===== config.mk =====
export PLATFORM = sky130hd
export DESIGN_NAME = rlr_rewriter
export DESIGN_NICKNAME = d
export VERILOG_FILES = /design/src/common/rlr_pkg.sv /design/src/rtl/rlr_rewriter.sv
export VERILOG_INCLUDE_DIRS = /design/src /design/src/common
export SDC_FILE = /design/constraint.sdc
export NUM_CORES = 2
export LEC_CHECK = 0
export ABC_AREA = 1
export BUFFER_PORTS_ARGS = -buffer_cell sky130_fd_sc_hd__buf_2
export CORE_AREA = 2 2 315 317
export CTS_CLUSTER_SIZE = 40
export DETAILED_ROUTE_END_ITERATION = 10
export DIE_AREA = 0 0 317 319
export GPL_ROUTABILITY_DRIVEN = 1
export PLACE_DENSITY_LB_ADDON = 0.1
export SLEW_MARGIN = 10
export SYNTH_ARGS = -nofsm -noshare
export SYNTH_HDL_FRONTEND = slang
export SYNTH_SLANG_ARGS = --single-unit

===== constraint.sdc =====
create_clock -name ref_clk -period 7.3 [get_ports ref_clk]
set_clock_uncertainty 0.1 [all_clocks]
set_input_delay 0.73 -clock ref_clk [delete_from_list [all_inputs] [get_ports ref_clk]]
set_output_delay 0.73 -clock ref_clk [all_outputs]
set_load 0.03 [all_outputs]

===== src/common/rlr_defs.svh =====
// constants for the routed-frame and oam tag rewriter slice
// assumes plain register port with word-indexed addresses
`ifndef RLR_DEFS_SVH
`define RLR_DEFS_SVH
`define RLR_ADDR_W          8
`define RLR_OFS_LOW_CFG     8'h00
`define RLR_OFS_HIGH_CFG    8'h01
`define RLR_OFS_PORT_BASE   8'h08
`define RLR_OFS_STATUS      8'h10
`define RLR_OFS_LEG_BASE    8'h20
`define RLR_LEGS            32
`define RLR_PORTS           8
`define RLR_TPIDS           4
`define RLR_LOW_RST         24'h000000
`define RLR_HIGH_RST        24'h000000
`define RLR_KIND_RST        2'h0
`define RLR_KIND_LSB        24
`define RLR_STACK_BIT       12
`define RLR_TPID_LSB        0
`define RLR_PCP_LSB         4
`define RLR_DEI_BIT         7
`define RLR_MODE_UC         2'h1
`define RLR_MODE_MC         2'h2
`endif


===== src/common/rlr_pkg.sv =====
// types for the routed-frame and oam tag rewriter slice
// assumes rlr_defs.svh constants are fixed
package rlr_pkg;
	typedef enum logic [1:0] {
		RLR_IDLE = 2'b00,
		RLR_WAIT = 2'b01,
		RLR_EMIT = 2'b10
	} rlr_state_e;

	// internal header fields the slice reads and writes
	typedef struct packed {
		logic [1:0]  fwd_dest_kind;
		logic        analyzer_routed_forward;
		logic [4:0]  egress_leg_index;
		logic [7:0]  mapped_vlan_index;
		logic [11:0] vid;
		logic [47:0] smac;
		logic        prior_tag_flag;
		logic [9:0]  service_index;
		logic        is_oam;
		logic        pushes_tags;
		logic        outer_tagged;
		logic [1:0]  outer_tpid_sel;
		logic [2:0]  outer_pcp;
		logic        outer_dei;
		logic [2:0]  port;
	} rlr_hdr_s;

	typedef struct packed {
		logic [127:0] pdu;
		logic [2:0]   pcp;
		logic         dei;
	} rlr_oam_req_s;

	typedef struct packed {
		logic [127:0] pdu;
		logic         set_service;
		logic [9:0]   service_index;
	} rlr_oam_rsp_s;

	typedef struct packed {
		rlr_state_e   state;
		rlr_hdr_s     hdr;
		logic [127:0] pdu;
		logic [2:0]   pcp;
		logic         dei;
		logic [15:0]  oam_tx_count;
		logic [31:0]  rd_data;
	} rlr_state_s;
endpackage


===== src/rtl/rlr_rewriter.sv =====
// routed-frame source address, egress vid and oam tag selection slice
// assumes one frame header at a time from the analyzer, handshake on valid/ready,
// and an oam processor that always answers a request
`timescale 1ns/1ps
`include "rlr_defs.svh"

module rlr_rewriter (
	// clock and reset
	input  wire logic                      ref_clk,
	input  wire logic                      reset_n,
	// register port
	input  wire logic [`RLR_ADDR_W-1:0]    reg_addr,
	input  wire logic [31:0]               reg_wdata,
	input  wire logic                      reg_wr,
	input  wire logic                      reg_rd,
	output logic      [31:0]               reg_rdata,
	// frame header from the analyzer
	input  wire logic                      in_valid,
	output logic                           in_ready,
	input  rlr_pkg::rlr_hdr_s              in_hdr,
	input  wire logic [127:0]              in_pdu,
	// rewritten frame header
	output logic                           out_valid,
	input  wire logic                      out_ready,
	output rlr_pkg::rlr_hdr_s              out_hdr,
	output logic      [127:0]              out_pdu,
	// oam processor
	output logic                           oam_req_valid,
	output rlr_pkg::rlr_oam_req_s          oam_req,
	input  wire logic                      oam_rsp_valid,
	input  rlr_pkg::rlr_oam_rsp_s          oam_rsp
);

	// ------------------------------------------------------------
	// configuration
	// ------------------------------------------------------------
	logic [23:0] leg_addr_low_half_reg;
	logic [23:0] leg_addr_high_half_reg;
	logic [1:0]  leg_addr_kind_select_reg;
	logic [11:0] leg_egress_vlan_id_reg  [`RLR_LEGS];
	logic        leg_stack_tagged_flag_reg [`RLR_LEGS];
	logic [`RLR_TPIDS-1:0] oam_tpid_ignore_mask_reg [`RLR_PORTS];
	logic [2:0]  oam_fallback_priority_reg [`RLR_PORTS];
	logic        oam_fallback_drop_bit_reg [`RLR_PORTS];

	rlr_pkg::rlr_state_s st_reg;
	rlr_pkg::rlr_state_s st_next;

	function automatic logic is_leg(input logic [`RLR_ADDR_W-1:0] a);
		return a >= `RLR_OFS_LEG_BASE && a < (`RLR_OFS_LEG_BASE + 8'(`RLR_LEGS));
	endfunction

	function automatic logic is_port(input logic [`RLR_ADDR_W-1:0] a);
		return a >= `RLR_OFS_PORT_BASE && a < (`RLR_OFS_PORT_BASE + 8'(`RLR_PORTS));
	endfunction

	always_ff @(posedge ref_clk or negedge reset_n) begin
		if (!reset_n) begin
			leg_addr_low_half_reg    <= `RLR_LOW_RST;
			leg_addr_high_half_reg   <= `RLR_HIGH_RST;
			leg_addr_kind_select_reg <= `RLR_KIND_RST;
			for (int i = 0; i < `RLR_LEGS; i++) begin
				leg_egress_vlan_id_reg[i]    <= 12'h000;
				leg_stack_tagged_flag_reg[i] <= 1'b0;
			end
			for (int i = 0; i < `RLR_PORTS; i++) begin
				oam_tpid_ignore_mask_reg[i]  <= '0;
				oam_fallback_priority_reg[i] <= 3'h0;
				oam_fallback_drop_bit_reg[i] <= 1'b0;
			end
		end else if (reg_wr) begin
			if (reg_addr == `RLR_OFS_LOW_CFG)
				leg_addr_low_half_reg <= reg_wdata[23:0];
			if (reg_addr == `RLR_OFS_HIGH_CFG) begin
				leg_addr_high_half_reg   <= reg_wdata[23:0];
				leg_addr_kind_select_reg <= reg_wdata[`RLR_KIND_LSB +: 2];
			end
			if (is_leg(reg_addr)) begin
				leg_egress_vlan_id_reg[5'(reg_addr - `RLR_OFS_LEG_BASE)] <= reg_wdata[11:0];
				leg_stack_tagged_flag_reg[5'(reg_addr - `RLR_OFS_LEG_BASE)] <=
					reg_wdata[`RLR_STACK_BIT];
			end
			if (is_port(reg_addr)) begin
				oam_tpid_ignore_mask_reg[3'(reg_addr - `RLR_OFS_PORT_BASE)] <=
					reg_wdata[`RLR_TPID_LSB +: `RLR_TPIDS];
				oam_fallback_priority_reg[3'(reg_addr - `RLR_OFS_PORT_BASE)] <=
					reg_wdata[`RLR_PCP_LSB +: 3];
				oam_fallback_drop_bit_reg[3'(reg_addr - `RLR_OFS_PORT_BASE)] <=
					reg_wdata[`RLR_DEI_BIT];
			end
		end
	end

	// ------------------------------------------------------------
	// per-frame computation
	// ------------------------------------------------------------
	logic        routed;
	logic [23:0] low_sum;
	logic        untagged_view;
	logic [4:0]  leg_idx;
	logic [2:0]  prt;

	always_comb begin
		leg_idx = in_hdr.egress_leg_index;
		prt     = in_hdr.port;
		// analyzer-forwarded frames bypass the leg settings entirely
		routed  = (in_hdr.fwd_dest_kind == `RLR_MODE_UC ||
			in_hdr.fwd_dest_kind == `RLR_MODE_MC) &&
			!in_hdr.analyzer_routed_forward;
		case (leg_addr_kind_select_reg)
			2'h0:    low_sum = leg_addr_low_half_reg + {16'h0000, in_hdr.mapped_vlan_index};
			2'h1:    low_sum = leg_addr_low_half_reg + {12'h000, in_hdr.vid};
			default: low_sum = leg_addr_low_half_reg;
		endcase
		// mask applies only when the rewriter adds no tags of its own
		untagged_view = !in_hdr.outer_tagged ||
			(!in_hdr.pushes_tags &&
			oam_tpid_ignore_mask_reg[prt][in_hdr.outer_tpid_sel]);
	end

	always_comb begin
		st_next = st_reg;
		st_next.rd_data = 32'h00000000;
		if (reg_rd) begin
			if (reg_addr == `RLR_OFS_LOW_CFG)
				st_next.rd_data = {8'h00, leg_addr_low_half_reg};
			else if (reg_addr == `RLR_OFS_HIGH_CFG)
				st_next.rd_data = {6'h00, leg_addr_kind_select_reg, leg_addr_high_half_reg};
			else if (reg_addr == `RLR_OFS_STATUS)
				st_next.rd_data = {14'h0000, st_reg.state, st_reg.oam_tx_count};
			else if (is_leg(reg_addr))
				st_next.rd_data = {19'h00000,
					leg_stack_tagged_flag_reg[5'(reg_addr - `RLR_OFS_LEG_BASE)],
					leg_egress_vlan_id_reg[5'(reg_addr - `RLR_OFS_LEG_BASE)]};
			else if (is_port(reg_addr))
				st_next.rd_data = {24'h000000,
					oam_fallback_drop_bit_reg[3'(reg_addr - `RLR_OFS_PORT_BASE)],
					oam_fallback_priority_reg[3'(reg_addr - `RLR_OFS_PORT_BASE)],
					oam_tpid_ignore_mask_reg[3'(reg_addr - `RLR_OFS_PORT_BASE)]};
		end
		case (st_reg.state)
			rlr_pkg::RLR_IDLE: begin
				if (in_valid) begin
					st_next.hdr = in_hdr;
					st_next.pdu = in_pdu;
					if (routed) begin
						st_next.hdr.smac = {leg_addr_high_half_reg, low_sum};
						st_next.hdr.vid  = leg_egress_vlan_id_reg[leg_idx];
						st_next.hdr.prior_tag_flag = leg_stack_tagged_flag_reg[leg_idx];
					end
					st_next.pcp = untagged_view ? oam_fallback_priority_reg[prt] :
						in_hdr.outer_pcp;
					st_next.dei = untagged_view ? oam_fallback_drop_bit_reg[prt] :
						in_hdr.outer_dei;
					st_next.state = in_hdr.is_oam ? rlr_pkg::RLR_WAIT :
						rlr_pkg::RLR_EMIT;
				end
			end
			rlr_pkg::RLR_WAIT: begin
				if (oam_rsp_valid) begin
					st_next.pdu = oam_rsp.pdu;
					if (oam_rsp.set_service)
						st_next.hdr.service_index = oam_rsp.service_index;
					st_next.oam_tx_count = st_reg.oam_tx_count + 16'h0001;
					st_next.state = rlr_pkg::RLR_EMIT;
				end
			end
			rlr_pkg::RLR_EMIT: begin
				if (out_ready)
					st_next.state = rlr_pkg::RLR_IDLE;
			end
			default: st_next.state = rlr_pkg::RLR_IDLE;
		endcase
	end

	always_ff @(posedge ref_clk or negedge reset_n) begin
		if (!reset_n)
			st_reg <= '0;
		else
			st_reg <= st_next;
	end

	// ------------------------------------------------------------
	// outputs
	// ------------------------------------------------------------
	assign in_ready      = st_reg.state == rlr_pkg::RLR_IDLE;
	assign out_valid     = st_reg.state == rlr_pkg::RLR_EMIT;
	assign out_hdr       = st_reg.hdr;
	assign out_pdu       = st_reg.pdu;
	assign reg_rdata     = st_reg.rd_data;
	assign oam_req_valid = st_reg.state == rlr_pkg::RLR_WAIT;
	assign oam_req       = '{pdu: st_reg.pdu, pcp: st_reg.pcp, dei: st_reg.dei};
endmodule


==> impl_metrics.json <==
{
  "status": "complete, but fails checks",
  "violations": "negative hold slack",
  "grt_max_degree": 201,
  "clk_pin_slew_worst_paths_ps": 60,
  "vdd_drop_max_uv": 388,
  "period_share_pct": 62.8,
  "finalSetupTns_ps": 0,
  "grt.total_usage_pct": 40.1,
  "reg2reg_depth": 13,
  "die_w_microns": 317,
  "initial_core_util_pct": 44.3,
  "rr_endpoint": "out_hdr[41]",
  "seq_area_frac_synth_pct": 46.5,
  "nets": 6137,
  "clk_latency_ps": 680,
  "first_iter_violations": 5882,
  "hpwl_microns": 148000,
  "synth_area_per_cell_sq_um": 7.81,
  "total_power_uw": 17600,
  "cp.required_ps": 7760,
  "finalSetupViolations": 0,
  "slew_violations": 0,
  "cts_tree": "done",
  "die_y_microns": 319,
  "hold_ws_ps": -20.6,
  "worstPathMaxFanout": 20,
  "ctsHtreeMaxLevel": 3,
  "rsz0062_at_grt": "no",
  "cp-end-kind": "flip-flop",
  "cellPowerDensity_mw_per_mm2": 368,
  "clock_path_buffers": 3,
  "placed_cell_area_sq_mm": 0.0449,
  "p_leak_uw": 0.0228,
  "antenna_found_initial": 73,
  "die-area_sq_mm": 0.101,
  "grt_pass1_vias": 37800,
  "synth_ff_type": "dfrtp_1",
  "synth_cells": 5549,
  "coreArea_sq_mm": 0.0977,
  "cts_sinks": 805,
  "hold_viol_final": 3,
  "path_class": "reg -> reg",
  "drc": 0,
  "ctsHoldBuffers": 0,
  "fin_crit_ps": 4580,
  "fmax_ghz": 0.218,
  "largest_reg_flops": 384,
  "ys_ff_latch": 805,
  "cts_made_buffers": 93,
  "final_antenna_net_count": 0,
  "grt_pass1_wl_microns": 288000,
  "r2r_slack_ps": 2720,
  "io_pins": 807,
  "wirelength_microns": 208000,
  "final_util_pct": 49.1,
  "worst_pin_slew_ps": 1220,
  "area_delta_synth_final_pct": 10.8,
  "ys.warnings.count": 0,
  "io_buffers": 794,
  "cp.arrival_ps": 5040,
  "gp_congestion": 1.13,
  "ys_types": 48,
  "cts_resized": 0,
  "grt.busiest_layer": "met1",
  "hold_path_class": "in -> async",
  "syn-cell-area_sq_mm": 0.0433,
  "grtUsageMet1_pct": 57.5,
  "start_kind": "flip-flop",
  "dr.pass1.iters": 8,
  "grtUsageMet3_pct": 10.7,
  "rows": 115,
  "met2_usage_pct": 56.2,
  "wl_per_cell_microns": 29.4,
  "overflow": 0,
  "drive_gt1_share_pct": 18.6,
  "synth_edf_count": 0,
  "maxSlewHeadroom_pct": 18.7,
  "stdcell_area_sq_mm": 0.0480,
  "cts_root_buf": "clkbuf_16",
  "cts_setup_buffers": 0,
  "reg2reg_from": "leg_addr_kind_select_reg[1]",
  "route.vias.total": 42400,
  "avgViaCountPerCell": 5.97,
  "ys_async_sr_fraction_pct": 100,
  "drv_cap": 0
}
-- metrics by stage --
| stage | worst slack, ps | hold WS [ps] | cells |
|---|---|---|---|
| final | 2720 | -20.6 | 7093 |
| after global placement | 2890 | 360 | 6902 |
| after global routing | 2430 | 27.8 | 7081 |
| after CTS | 2830 | 20.2 | 7075 |
| after detailed placement | 2860 | 361 | 6902 |
| after floorplan | 4400 | 334 | 5554 |
-- worst max-delay path by stage --
stage                                      from           to  slack (ps)
global route        leg_addr_kind_select_reg[1]  out_hdr[45]        2430
detailed placement  leg_addr_kind_select_reg[1]  out_hdr[41]        2860
CTS                 leg_addr_kind_select_reg[1]  out_hdr[41]        2830
floorplan           leg_addr_kind_select_reg[1]  out_hdr[41]        4400
finish              leg_addr_kind_select_reg[1]  out_hdr[41]        2720
global placement    leg_addr_kind_select_reg[1]  out_hdr[41]        2890
-- power breakdown --
group	internal (uW)	switching, uW	leakage (uW)
sequential	5270	988	0.0106
combinational	1490	5170	0.0107
clock	2720	2000	0.00148
total	9490	8160	0.0228
-- per-layer routing --
metal / vias up / part of all wire [%]
met5: - / 0.046
met3: 450 / 12
met2: 2762 / 41
met4: 14 / 5.5
met1: 20500 / 41
li1: 18600 / -
-- cells in the mapped netlist, types with 83 or more instances --
master | number | area [sq um]
inv_1 | 157 | 589
o22ai_1 | 103 | 644
buf_4 | 398 | 2990
a21oi_1 | 133 | 666
o211ai_1 | 83 | 623
nor2_1 | 627 | 2350
dfrtp_1 | 805 | 20100
buf_2 | 113 | 566
o21ai_0 | 892 | 4460
a31oi_1 | 138 | 863
nand3_1 | 321 | 1610
clkbuf_1 | 262 | 983
nand2_1 | 1206 | 4530
-- cell families after synthesis --
family,count (synthesis),synth area share (%)
AND/OR/NAND/NOR,2238,21.1
AO/OA/AOI/OAI,1505,19.4
buffers and inverters,967,12.2
flip-flops,805,46.5
XOR/XNOR,18,0.364
adder cells (fa/ha/maj),14,0.422
other,1,0.00866
multiplexers,1,0.0260
-- area by class of cell --
| class | count | area [sq um] |
|---|---|---|
| multi-input combinational | 3782 | 18000 |
| clock inverter | 24 | 205 |
| sequential | 805 | 20100 |
| clock buffer | 149 | 2830 |
| fill | 9643 | 49700 |
| timing repair buffer | 855 | 4540 |
| antenna | 18 | 45.0 |
| tap | 1287 | 1610 |
| inverter | 173 | 663 |
-- critical path: stages (launching register included) --
cell and delay (ps):
dfrtp_1 590, inv_1 580, nand2_1 580, o21ai_0 530
inv_1 100, fa_1 430, o21ai_0 460, nand4_1 140
nand2_1 320, nand2_1 160, o21ai_0 190, nand3_1 100
nand2_1 100, nand2_1 60
-- placed cells by master, fill, tap and decap left out, types with 6 or more instances in the layout --
cell       Yosys  layout
clkbuf_8       0      25
conb_1         1       6
nand2_1     1206    1203
inv_2         12      13
o211ai_1      83      83
inv_6          0       7
dfrtp_1      805     805
a31oi_1      138     138
nor2_2         6       6
nor2_1       627     627
o21ai_1       23      23
inv_1        157     152
ha_1          13      13
o21bai_1       8       8
buf_12         0       7
o22a_1         8       8
buf_4        398      55
o31ai_1        6       6
diode_2        0      18
buf_2        113     791
clkbuf_1     262      29
nand4_1       16      16
nand3_1      321     321
clkinv_2       0      12
o21ai_0      892     892
xor2_1        14      14
clkbuf_16      0      95
nor3_1         6       6
nand2_2       32      31
a22oi_1       80      80
o221ai_1      22      22
a21oi_1      133     133
o22ai_1      103     103
Note: power is estimated with default switching activity, not from simulation.
